File: src/hw/rtc_pkg.sv
// Constants shared by the seconds counter and its alarm logic.
package rtc_pkg;
	localparam int TIME_W = 32;
	localparam int BYTE_W = 8;
	localparam int NUM_BYTES = 4;
	localparam int SEL_W = 2;
	localparam logic [TIME_W-1:0] TIME_RST = 32'h0000_0000;
	localparam logic [TIME_W-1:0] ALARM_RST = 32'hFFFF_FFFF;
	localparam logic [5:0] MIN_LAST = 6'h3B;
	localparam logic [5:0] MIN_RST = 6'h00;
	localparam logic [TIME_W-1:0] TIME_ONE = 32'h0000_0001;
	localparam int TICK_HZ = 1;
endpackage

File: src/hw/byte_word_reg.sv
`timescale 1ns/1ns
// A 32-bit word written one byte lane at a time, with a reset value.
module byte_word_reg (
	input wire logic clk_sys_i,
	input wire logic rst_b_i,
	input wire logic [rtc_pkg::TIME_W-1:0] rst_val_i,
	input wire logic load_i,
	input wire logic [rtc_pkg::TIME_W-1:0] load_val_i,
	input wire logic wr_i,
	input wire logic [rtc_pkg::SEL_W-1:0] sel_i,
	input wire logic [rtc_pkg::BYTE_W-1:0] data_i,
	output logic [rtc_pkg::TIME_W-1:0] word_o
);
	import rtc_pkg::*;

	genvar g;
	generate
		for (g = 0; g < NUM_BYTES; g++) begin : g_lane
			always_ff @(posedge clk_sys_i) begin
				if (!rst_b_i) begin
					word_o[g*BYTE_W +: BYTE_W] <= rst_val_i[g*BYTE_W +: BYTE_W];
				end else if (wr_i && sel_i == SEL_W'(g)) begin
					word_o[g*BYTE_W +: BYTE_W] <= data_i;
				end else if (load_i) begin
					word_o[g*BYTE_W +: BYTE_W] <= load_val_i[g*BYTE_W +: BYTE_W];
				end
			end
		end
	endgenerate
endmodule

File: src/hw/seconds_rtc.sv
`timescale 1ns/1ns
// Seconds counter with alarm, second and minute events.
module seconds_rtc (
	input wire logic clk_sys_i,
	input wire logic rst_b_i,
	input wire logic tick_1hz_i,
	input wire logic time_wr_i,
	input wire logic alarm_wr_i,
	input wire logic [rtc_pkg::SEL_W-1:0] byte_sel_i,
	input wire logic [rtc_pkg::BYTE_W-1:0] byte_data_i,
	output logic [rtc_pkg::TIME_W-1:0] time_o,
	output logic [rtc_pkg::TIME_W-1:0] alarm_o,
	output logic alarm_irq_o,
	output logic second_irq_o,
	output logic minute_irq_o
);
	import rtc_pkg::*;

	logic tick_s1_q;
	logic tick_s2_q;
	logic tick_s3_q;
	logic step;
	logic [TIME_W-1:0] time_q;
	logic [TIME_W-1:0] time_d;
	logic [TIME_W-1:0] alarm_q;
	logic [5:0] min_cnt_q;
	logic time_wr_q;

	// Tick comes from another domain: two flops, then edge detect
	always_ff @(posedge clk_sys_i) begin
		if (!rst_b_i) begin
			tick_s1_q <= 1'b0;
			tick_s2_q <= 1'b0;
			tick_s3_q <= 1'b0;
		end else begin
			tick_s1_q <= tick_1hz_i;
			tick_s2_q <= tick_s1_q;
			tick_s3_q <= tick_s2_q;
		end
	end

	assign step = tick_s2_q && !tick_s3_q;
	assign time_d = time_q + TIME_ONE;

	byte_word_reg u_time (
		.clk_sys_i(clk_sys_i),
		.rst_b_i(rst_b_i),
		.rst_val_i(TIME_RST),
		.load_i(step),
		.load_val_i(time_d),
		.wr_i(time_wr_i),
		.sel_i(byte_sel_i),
		.data_i(byte_data_i),
		.word_o(time_q)
	);

	byte_word_reg u_alarm (
		.clk_sys_i(clk_sys_i),
		.rst_b_i(rst_b_i),
		.rst_val_i(ALARM_RST),
		.load_i(1'b0),
		.load_val_i(ALARM_RST),
		.wr_i(alarm_wr_i),
		.sel_i(byte_sel_i),
		.data_i(byte_data_i),
		.word_o(alarm_q)
	);

	// Minute phase is free running; a time write does not realign it
	always_ff @(posedge clk_sys_i) begin
		if (!rst_b_i) begin
			min_cnt_q <= MIN_RST;
		end else if (step) begin
			min_cnt_q <= (min_cnt_q == MIN_LAST) ? MIN_RST :
				min_cnt_q + 6'h01;
		end
	end

	always_ff @(posedge clk_sys_i) begin
		if (!rst_b_i) begin
			time_wr_q <= 1'b0;
		end else begin
			time_wr_q <= step;
		end
	end

	// Events fire one cycle after the count settles on its new value
	always_ff @(posedge clk_sys_i) begin
		if (!rst_b_i) begin
			second_irq_o <= 1'b0;
			minute_irq_o <= 1'b0;
			alarm_irq_o <= 1'b0;
		end else begin
			second_irq_o <= time_wr_q;
			minute_irq_o <= time_wr_q && min_cnt_q == MIN_RST;
			// Only on a step, so a partial alarm write cannot fire
			alarm_irq_o <= time_wr_q && time_q == alarm_q;
		end
	end

	always_ff @(posedge clk_sys_i) begin
		if (!rst_b_i) begin
			time_o <= TIME_RST;
			alarm_o <= ALARM_RST;
		end else begin
			time_o <= time_q;
			alarm_o <= alarm_q;
		end
	end

	property p_count_step;
		@(posedge clk_sys_i) disable iff (!rst_b_i)
		(step && !time_wr_i) |=> time_q == $past(time_q) + TIME_ONE;
	endproperty
	a_count_step: assert property (p_count_step)
		else $error("seconds count did not advance by one");

	property p_second;
		@(posedge clk_sys_i) disable iff (!rst_b_i)
		step |-> ##2 second_irq_o;
	endproperty
	a_second: assert property (p_second)
		else $error("seconds event missing");

	property p_second_only;
		@(posedge clk_sys_i) disable iff (!rst_b_i)
		second_irq_o |-> $past(step, 2);
	endproperty
	a_second_only: assert property (p_second_only)
		else $error("seconds event without a tick");

	property p_alarm;
		@(posedge clk_sys_i) disable iff (!rst_b_i)
		(time_wr_q && time_q == alarm_q) |=> alarm_irq_o;
	endproperty
	a_alarm: assert property (p_alarm)
		else $error("alarm match not flagged");

	property p_alarm_cause;
		@(posedge clk_sys_i) disable iff (!rst_b_i)
		alarm_irq_o |-> $past(time_q) == $past(alarm_q) && second_irq_o;
	endproperty
	a_alarm_cause: assert property (p_alarm_cause)
		else $error("alarm without a match");

	property p_alarm_reset;
		@(posedge clk_sys_i)
		!rst_b_i |=> alarm_q == ALARM_RST;
	endproperty
	a_alarm_reset: assert property (p_alarm_reset)
		else $error("alarm value not all ones after reset");

	// Phase leaves its last count on the sixtieth step since reset
	property p_minute;
		@(posedge clk_sys_i) disable iff (!rst_b_i)
		minute_irq_o |-> second_irq_o && $past(min_cnt_q, 2) == MIN_LAST;
	endproperty
	a_minute: assert property (p_minute)
		else $error("minute event off its boundary");

	property p_minute_due;
		@(posedge clk_sys_i) disable iff (!rst_b_i)
		(second_irq_o && $past(min_cnt_q, 2) == MIN_LAST) |-> minute_irq_o;
	endproperty
	a_minute_due: assert property (p_minute_due)
		else $error("minute event missing on its boundary");

	property p_byte_write;
		@(posedge clk_sys_i) disable iff (!rst_b_i)
		alarm_wr_i |=> alarm_q[$past(byte_sel_i)*BYTE_W +: BYTE_W]
			== $past(byte_data_i);
	endproperty
	a_byte_write: assert property (p_byte_write)
		else $error("alarm byte write not stored");

	// A byte write wins over a same-cycle step for its own lane
	property p_time_byte;
		@(posedge clk_sys_i) disable iff (!rst_b_i)
		time_wr_i |=> time_q[$past(byte_sel_i)*BYTE_W +: BYTE_W]
			== $past(byte_data_i);
	endproperty
	a_time_byte: assert property (p_time_byte)
		else $error("time byte write not stored");

	// Count moves only on a step or a write
	property p_time_hold;
		@(posedge clk_sys_i) disable iff (!rst_b_i)
		(!step && !time_wr_i) |=> $stable(time_q);
	endproperty
	a_time_hold: assert property (p_time_hold)
		else $error("seconds count changed without a tick");

	// All ones stays put until software writes, so no early alarm
	property p_alarm_steady;
		@(posedge clk_sys_i) disable iff (!rst_b_i)
		!alarm_wr_i |=> $stable(alarm_q);
	endproperty
	a_alarm_steady: assert property (p_alarm_steady)
		else $error("alarm value changed without a write");

	property p_second_pulse;
		@(posedge clk_sys_i) disable iff (!rst_b_i)
		second_irq_o |=> !second_irq_o;
	endproperty
	a_second_pulse: assert property (p_second_pulse)
		else $error("seconds event longer than one cycle");

	// Outputs are plain registered copies, one cycle behind
	property p_out_follow;
		@(posedge clk_sys_i) disable iff (!rst_b_i)
		time_o == $past(time_q) && alarm_o == $past(alarm_q);
	endproperty
	a_out_follow: assert property (p_out_follow)
		else $error("time or alarm output not a copy of the value");

	c_second: cover property (@(posedge clk_sys_i) second_irq_o);
	c_minute: cover property (@(posedge clk_sys_i) minute_irq_o);
	c_alarm: cover property (@(posedge clk_sys_i) alarm_irq_o);
	c_wrap: cover property (@(posedge clk_sys_i) step && time_q == ALARM_RST);
	c_lane_wins: cover property (@(posedge clk_sys_i)
		step && time_wr_i);
endmodule

File: config.mk
export PLATFORM = sky130hd
export DESIGN_NAME = seconds_rtc
export DESIGN_NICKNAME = d
export VERILOG_FILES = /design/src/hw/rtc_pkg.sv /design/src/hw/byte_word_reg.sv /design/src/hw/seconds_rtc.sv
export SDC_FILE = /design/constraint.sdc
export NUM_CORES = 1
export LEC_CHECK = 0
export ABC_CLOCK_PERIOD_IN_PS = 1700
export BUFFER_PORTS_ARGS = -buffer_cell sky130_fd_sc_hd__buf_2
export CAP_MARGIN = 20
export CORE_ASPECT_RATIO = 0.5
export CORE_MARGIN = 2
export CORE_UTILIZATION = 40
export DETAILED_ROUTE_END_ITERATION = 12
export GPL_ROUTABILITY_DRIVEN = 0
export SLEW_MARGIN = 15
export SYNTH_ARGS = -nofsm -noshare
export SYNTH_HDL_FRONTEND = slang
export SYNTH_HIERARCHICAL = 1
export SYNTH_SLANG_ARGS = --single-unit
File: constraint.sdc
create_clock -name clk_sys_i -period 1.7 [get_ports clk_sys_i]
set_input_delay 0.255 -clock clk_sys_i [delete_from_list [all_inputs] [get_ports clk_sys_i]]
set_output_delay 0.255 -clock clk_sys_i [all_outputs]
set_load 0.02 [all_outputs]
==> flow_summary.json, run 1 <==
{
  "fin_crit_sh_pct": 105.5,
  "root_buffer": "clkbuf_16",
  "die_h_um": 94.44,
  "p_per_area_nw_per_um2": 1064,
  "yosysSeqAreaShare_pct": 52.93,
  "wl_per_cell_um": 15.09,
  "start_util_pct": 41.69,
  "cp.required_ns": 1.84,
  "rsz0062_at_grt": "yes",
  "slew_headroom_pct": 64.49,
  "pwr-share-clk_pct": 39.1,
  "ys_ff_latch": 141,
  "top_layer_used": "met4",
  "overflow": 0,
  "yosys_warnings": 6,
  "clk_pin_slew_ns": 0.06,
  "grt_pass1_wl_um": 27080,
  "portBuffers": 81,
  "netlist_area_um2": 6544,
  "finalHoldViolCount": 0,
  "routed-wl-met3_um": 1179,
  "nFillCells": 1445,
  "wl_met2_um": 7122,
  "synthAdderAreaFrac_pct": 0.5736,
  "first_pass_iters": 4,
  "postSynthCellCount": 689,
  "multi_input_area_um2": 3273,
  "swShare_pct": 28.55,
  "hold_class": "primary input to flip-flop",
  "synth-main-ff-cell": "dfxtp_1",
  "ios": 82,
  "setup_viol": 21,
  "tns_ns": -0.6256,
  "vdd_drop_max_uv": 546.1,
  "vias": 5343,
  "leakage_nw": 3.670,
  "hold_buffers": 0,
  "synth_top_family_by_area": "simple AND/OR/NAND/NOR gates",
  "register_area_um2": 3463,
  "yosysUniqueCellTypes": 36,
  "power.internal_w": 0.006504,
  "finalWorstSetupSlack_ns": -0.09284,
  "cp-end-kind": "flip-flop",
  "synth-simple-area-share_pct": 27.61,
  "fin_nets": 927,
  "synth.area.mux_share_pct": 0,
  "max_cap_violations": 0,
  "place.detailed.hpwl_um": 12670,
  "fmax_ghz": 0.5578,
  "fin_cells": 1143,
  "cp_max_fo": 8,
  "grt_max_degree": 69,
  "ant_nets": 0,
  "cts_buffers": 17,
  "grt_pass1_vias": 4899,
  "track_usage_pct": 20.91,
  "htreeDepth": 4,
  "tightest_slew_ns": 0.5282,
  "drive_above_1_share_pct": 21.37,
  "setup.worst_path.start_class": "flip-flop",
  "met1_length_um": 8690,
  "synth_compound_area_share_pct": 6.424,
  "synth_xor_area_share_pct": 8.834,
  "routed_wl_um": 17250,
  "share_seq_of_total_power_pct": 45.1,
  "critPathKind": "flip-flop to flip-flop",
  "p_comb_share_pct": 15.8,
  "layout_commonest_cell": "nand2_1",
  "avgSynthCellArea_um2": 9.497,
  "vias_per_cell": 4.675,
  "worstSkewPairLatency_ns": 0.42,
  "synthArstFlopShare_pct": 0,
  "crit_arrival_ns": 1.93,
  "cts_tree": "yes",
  "fin_util_pct": 54.48,
  "cts_sinks": 141,
  "drc": 0,
  "drt_iter0_markers": 459,
  "area_delta_synth_final_pct": 30.67,
  "die_w_um": 184.9,
  "violations": "setup timing",
  "slew_violations": 0,
  "finClkSkew_ns": 0.01414,
  "post-route-min-period_ns": 1.793,
  "grt_antenna_before_repair": 0,
  "clockBufferDepth": 2,
  "switchingPower_w": 0.002598,
  "dp.cells": 1101,
  "final_cell_mix": "142 x nand2_1, 97 x conb_1, 80 x buf_2",
  "outcome": "finished, violations left",
  "die_area_um2": 17460,
  "antenna_cells": 0,
  "design.core.area_um2": 15700,
  "synth_edf_count": 64,
  "num_rows": 32
}
==> worst max-delay path: stages (launching register included) <==
cell and delay [ns]:
edfxtp_1 0.42, nand4_4 0.15, nor4_4 0.32, buf_6 0.17
buf_4 0.11, nand2_2 0.06, xnor2_2 0.13, nand2_1 0.06
a31oi_1 0.08
==> logic make-up (layout without fill, tap and decap cells) <==
logic type | after synthesis | after routing
buffers and inverters | 46 | 184
adder cells (fa/ha/maj) | 3 | 3
AND/OR/NAND/NOR | 364 | 364
AO/OA/AOI/OAI | 67 | 67
XOR/XNOR | 66 | 66
other | 2 | 97
flip-flops | 141 | 141
==> flip-flops by register name (all words and copies together) (netlist names), 6 cells and up <==
name / count
min_cnt_q: 6
u_alarm/word_o: 32
alarm_o: 32
u_time/word_o: 32
time_o: 32
==> worst paths after layout <==
kind	start	to	slack, ns	cells past startpoint
worst max-delay path	u_time/word_o[6]	u_time/word_o[22]	-0.09	8
worst max register to register	u_time/word_o[6]	u_time/word_o[22]	-0.09	8
worst min-delay path	tick_1hz_i	tick_s1_q	0.06	2
worst min register to register	tick_s1_q	tick_s2_q	0.44	1
==> area by class of cell <==
cell class | count | share of cell area, %
sequential | 141 | 40.50
inverter | 4 | 0.1756
tap | 221 | 3.234
timing repair buffer | 148 | 11.12
clock buffer | 19 | 5.312
multi-input combinational | 597 | 38.28
clock inverter | 13 | 1.375
==> synth_stat cells, types with 3 or more instances <==
library cell	instances	area share [%]
nor2b_1	4	0.38
ha_1	3	0.57
and3b_1	4	0.54
and3_1	8	0.76
nand2b_1	32	3.1
buf_2	13	0.99
nand2_1	145	8.3
edfxtp_1	64	29
xor2_1	35	4.7
nand3_1	15	1.1
xnor2_1	31	4.1
buf_6	5	0.86
dfxtp_1	77	24
and2_1	39	3.7
clkbuf_1	21	1.2
nor4_1	8	0.76
nor2_1	73	4.2
inv_1	4	0.23
nand4_1	16	1.5
nand3b_1	4	0.46
a31oi_1	64	6.1
and4_1	4	0.54
==> power by group through the flow <==
stage	clock network, W	logic (W)	registers (W)
finish	0.00356	0.00144	0.00410
global route	0.00378	0.00158	0.00414
CTS	0.00361	0.00142	0.00410
detailed placement	0	0.00140	0.00418
global placement	0	0.00137	0.00417
floorplan	0	0.000692	0.00430
==> per-stage QoR <==
step	instance area (um2)	hold slack, ns	setup slack (ns)	power [W]
4_1_cts	8474	0.05108	-0.04439	0.009139
6_report	8551	0.06275	-0.09284	0.009102
3_3_place_gp	7834	0.4198	-0.03955	0.005543
2_1_floorplan	6915	0.3823	-0.1134	0.004993
3_5_place_dp	7834	0.4313	-0.1137	0.005573
5_1_grt	8551	0.06843	-0.2051	0.009499
==> layer usage <==
layer | global-route usage [%] | vias to the layer above
li1 | - | 2695
met1 | 30.95 | 2476
met2 | 30.68 | 150
met3 | 4.396 | 22
met4 | 5.952 | 0
met5 | 0 | -
==> timing repair <==
item,CTS,global route
buffers inserted,5,6
resized for setup,8,8
endpoints found under the setup margin,23,25
pin swaps,12,13
endpoints found under the hold margin,0,0
Note: power is estimated with default switching activity, not from simulation.
==> inputs of run 2 (changes only) <==
Settings changed: CORE_MARGIN 2 to 3.
==> run 2 against run 1 <==
Effect of this change: the run still ends with setup timing left; design area about the same; first-iteration DRC count up 14%; final cell count down 0.17%; core utilization about the same; worst setup slack worse by 0.042 ns; die area up 3.2%; hold slack better by 0.0049 ns; non-clock buffer count down 3; routed wire length up 3.3%; sequential cell count unchanged; global-route usage down 1.0 points.
==> flow_summary.json, run 2 (same netlist as run 1, synthesis figures left out) <==
{
  "outcome": "finished, violations left",
  "violations": "setup timing",
  "num_rows": 32,
  "cp_top_family": "simple AND/OR/NAND/NOR gates",
  "place.detailed.hpwl_um": 12550,
  "cp-end-kind": "flip-flop",
  "setup_viol": 14,
  "leakage_nw": 3.657,
  "track_usage_pct": 19.86,
  "p_per_area_nw_per_um2": 1061,
  "setup.worst_path.start_class": "flip-flop",
  "portBuffers": 81,
  "whs_ns": 0.06769,
  "rsz0062_at_grt": "yes",
  "start_util_pct": 41.69,
  "critPathKind": "flip-flop to flip-flop",
  "critPathBufInv": 2,
  "cp_slowest_stage_delay_ns": 0.35,
  "wl_per_cell_um": 15.61,
  "fin_crit_sh_pct": 107.9,
  "top_layer_used": "met4",
  "finClkSkew_ns": 0.008122,
  "slew_headroom_pct": 64.55,
  "drc": 0,
  "fin_nets": 924,
  "cts_tree": "yes",
  "final_area_um2": 8553,
  "grt_pass1_vias": 4915,
  "finalHoldViolCount": 0,
  "nFillCells": 1436,
  "max_cap_violations": 0,
  "routed-wl-met3_um": 1377,
  "area_delta_synth_final_pct": 30.71,
  "crit_arrival_ns": 2.09,
  "slew_violations": 0,
  "drt_iter0_markers": 525,
  "overflow": 0,
  "post-route-min-period_ns": 1.835,
  "worstPathCellList": "nand4_1 -> buf_6 -> nor4_4 -> buf_6 -> nand4_1 -> xnor2_1 -> nand2_1 -> a31oi_1",
  "clk_pin_slew_ns": 0.06,
  "grt_max_degree": 130,
  "ant_nets": 0,
  "vdd_drop_max_uv": 563.3,
  "cts_buffers": 17,
  "cp.required_ns": 1.96,
  "met1_length_um": 8622,
  "hold_class": "primary input to flip-flop",
  "layout_commonest_cell": "nand2_1",
  "vias_per_cell": 4.754,
  "fmax_ghz": 0.5451,
  "cts_sinks": 141,
  "first_pass_iters": 7,
  "worstSkewPairLatency_ns": 0.42,
  "dpl_cell_area_um2": 7841,
  "cp_max_fo": 5,
  "vias": 5424,
  "grt_pass1_wl_um": 26850,
  "final_cell_mix": "143 x nand2_1, 97 x conb_1, 81 x buf_2",
  "root_buffer": "clkbuf_16",
  "clockBufferDepth": 2,
  "routed_wl_um": 17810,
  "grt_antenna_before_repair": 0,
  "design.core.area_um2": 15700,
  "die_h_um": 96.44,
  "htreeDepth": 4,
  "fin_total_pwr_w": 0.009079,
  "tightest_slew_ns": 0.5273,
  "drive_above_1_share_pct": 21.55,
  "finalWorstSetupSlack_ns": -0.1346,
  "die_area_um2": 18020,
  "hold_buffers": 0,
  "ios": 82,
  "die_w_um": 186.9,
  "cpMaxStageDelayCell": "edfxtp_1",
  "wl_met2_um": 7601
}
run 2: cell type report:
class	instances	area (um2)	area share, %
clock buffer	18	429.2	5.018
inverter	4	15.01	0.1755
multi-input combinational	597	3306	38.65
clock inverter	14	127.6	1.492
antenna	1	2.502	0.02926
tap	221	276.5	3.233
timing repair buffer	145	933.4	10.91
sequential	141	3463	40.49
run 2: final timing paths:
path / from / endpoint / slack [ns] / depth (start not counted)
worst max-delay path: u_time/word_o[10] / u_time/word_o[27] / -0.13 / 8
worst min-delay path: tick_1hz_i / tick_s1_q / 0.07 / 2
worst max register to register: u_time/word_o[10] / u_time/word_o[27] / -0.13 / 8
worst min register to register: tick_s1_q / tick_s2_q / 0.44 / 1
run 2: through the flow:
step / util, % / std cells / worst slack [ns] / setup TNS [ns]
2_1_floorplan: - / 784 / -0.1134 / -1.407
3_3_place_gp: 49.96 / 1102 / -0.05278 / -0.3878
3_5_place_dp: 49.96 / 1102 / -0.06887 / -0.6500
4_1_cts: 53.79 / 1136 / -0.08028 / -0.3413
5_1_grt: 54.48 / 1140 / -0.2311 / -3.228
6_report: 54.50 / 1141 / -0.1346 / -0.9974
run 2: repair_timing:
| action | CTS | global route |
|---|---|---|
| pin swaps | 2 | 45 |
| setup endpoints to repair | 18 | 25 |
| gates resized for setup | 9 | 16 |
| setup buffers | 2 | 6 |
| gates cloned | 0 | 1 |
run 2: where the power goes:
| part | internal (W) | leakage [nW] | total (W) | switching, W |
|---|---|---|---|---|
| clock | 0.00192 | 0.268 | 0.00351 | 0.00158 |
| sequential | 0.00390 | 1.28 | 0.00409 | 0.000190 |
| combinational | 0.000596 | 2.11 | 0.00148 | 0.000884 |
run 2: routing by layer:
layer  vias up  track usage (%)
met4         0            5.154
met2       201            30.28
met5         -                0
li1       2680                -
met1      2522            28.50
met3        21            4.829
==> inputs of run 3 (changes only) <==
Settings changed: CTS_BUF_LIST from default to sky130_fd_sc_hd__clkbuf_8.
==> run 3 against run 2 <==
Effect of this change: combinational power barely moved; count of clock-buffer cells in the layout down 1; worst setup slack better by 0.030 ns; the flow still finishes with violations (setup timing); clock skew grew 0.0038 ns; final cell count decreased by 0.35%; critical path type unchanged; core utilization fell by 1.3 points; clock power decreased by 29%; first-iteration DRC count down 13%; critical path depth did not move; critical endpoint unchanged; sequential share of layout area is 0.95 points higher; largest cell class unchanged.
==> flow_summary.json, run 3 (same netlist as run 1, synthesis figures left out) <==
{
  "p_per_area_nw_per_um2": 964.0,
  "vdd_drop_max_uv": 374.0,
  "whs_ns": 0.03475,
  "finalWorstSetupSlack_ns": -0.1042,
  "critPathBufInv": 2,
  "slew_violations": 0,
  "first_pass_iters": 5,
  "track_usage_pct": 19.63,
  "design.core.area_um2": 15700,
  "start_util_pct": 41.69,
  "htreeDepth": 4,
  "critPathKind": "flip-flop to flip-flop",
  "drive_above_1_share_pct": 21.51,
  "fin_util_pct": 53.24,
  "worstPathCellList": "nand4_1 -> buf_6 -> nor4_4 -> buf_6 -> nand4_1 -> xnor2_1 -> nand2_1 -> a31oi_1",
  "pre_cts_slack_ns": -0.06887,
  "tightest_slew_ns": 0.5305,
  "setup.worst_path.start_class": "flip-flop",
  "die_h_um": 96.44,
  "max_cap_violations": 0,
  "cp-end-kind": "flip-flop",
  "grt_antenna_before_repair": 0,
  "overflow": 0,
  "cp_top_family": "simple AND/OR/NAND/NOR gates",
  "fin_crit_sh_pct": 106.1,
  "vias_per_cell": 4.705,
  "routed_wl_um": 17530,
  "nFillCells": 1478,
  "grt_pass1_vias": 4841,
  "fin_nets": 921,
  "fmax_ghz": 0.5543,
  "portBuffers": 81,
  "worstSkewPairLatency_ns": 0.45,
  "drt_iter0_markers": 456,
  "cp.required_ns": 1.99,
  "cp_max_fo": 9,
  "area_delta_synth_final_pct": 27.71,
  "setup_viol": 15,
  "cts_buffers": 17,
  "antenna_cells": 0,
  "die_w_um": 186.9,
  "grt_pass1_wl_um": 26540,
  "cpMaxStageDelayCell": "edfxtp_1",
  "vias": 5350,
  "wl_per_cell_um": 15.42,
  "leakage_nw": 3.573,
  "finClkSkew_ns": 0.01192,
  "final_cell_mix": "143 x nand2_1, 97 x conb_1, 80 x buf_2",
  "rsz0062_at_grt": "yes",
  "drc": 0,
  "post-route-min-period_ns": 1.804,
  "cts_tree": "yes",
  "grt_max_degree": 130,
  "crit_arrival_ns": 2.09,
  "outcome": "finished, violations left",
  "root_buffer": "clkbuf_8",
  "place.detailed.hpwl_um": 12550,
  "hold_class": "primary input to flip-flop",
  "num_rows": 32,
  "violations": "setup timing",
  "cp_slowest_stage_delay_ns": 0.37,
  "slew_headroom_pct": 64.33,
  "clockBufferDepth": 2,
  "finalHoldViolCount": 0,
  "ant_nets": 0,
  "ios": 82,
  "cts_sinks": 141,
  "clk_pin_slew_ns": 0.08,
  "layout_commonest_cell": "nand2_1",
  "die_area_um2": 18020
}
[run 3: power breakdown]
group          internal (W)  leakage [nW]  switching [W]
Combinational      0.000590          2.11       0.000878
Sequential          0.00390          1.28       0.000189
Clock               0.00106         0.185        0.00144
[run 3: cell type report]
cell class,instances,area [um2],area share [%]
Tap cell,221,276.5,3.309
Clock inverter,15,131.4,1.572
Multi-Input combinational cell,597,3323,39.77
Inverter,4,15.01,0.1797
Clock buffer,17,234.0,2.800
Timing Repair Buffer,142,913.4,10.93
Sequential cell,141,3463,41.44
[run 3: path summary, 6_finish.rpt]
path                startpoint           endpoint  slack, ns  cells past startpoint
min                 tick_1hz_i          tick_s1_q       0.03                      2
max          u_time/word_o[12]  u_time/word_o[27]      -0.10                      8
max reg2reg  u_time/word_o[12]  u_time/word_o[27]      -0.10                      8
min reg2reg          tick_s1_q          tick_s2_q       0.44                      1
[run 3: stage by stage]
step                cells  TNS (ns)  power (W)  area, um2
floorplan             784    -1.407   0.004993       6915
global placement     1102   -0.3878   0.005554       7841
detailed placement   1102   -0.6500   0.005581       7841
CTS                  1135   -0.3558   0.008078       8247
global route         1137    -3.251   0.008452       8357
finish               1137   -0.7357   0.008056       8357
[run 3: what timing repair did]
action	in CTS	in global routing
setup buffers	1	5
hold buffers	0	0
gates resized for setup	10	18
endpoints found under the setup margin	19	25
pin swaps	3	37
hold endpoints to repair	0	0
[run 3: worst register-to-register path, cell delays in order (launching register included)]
cell and delay [ns]:
edfxtp_1 0.37, nand4_1 0.12, buf_6 0.15, nor4_4 0.27
buf_6 0.19, nand4_1 0.13, xnor2_1 0.19, nand2_1 0.07
a31oi_1 0.17
[run 3: routing by layer]
layer  routed length (um)  up-vias  global-route usage, %  share of wire [%]
met5                    0        -                      0                  0
met1                 8779     2506                  28.64                 50
met4                  191        0                  5.657                1.1
li1                     -     2675                      -                  -
met3                 1075       16                  4.000                6.1
met2                 7488      153                  29.67                 43
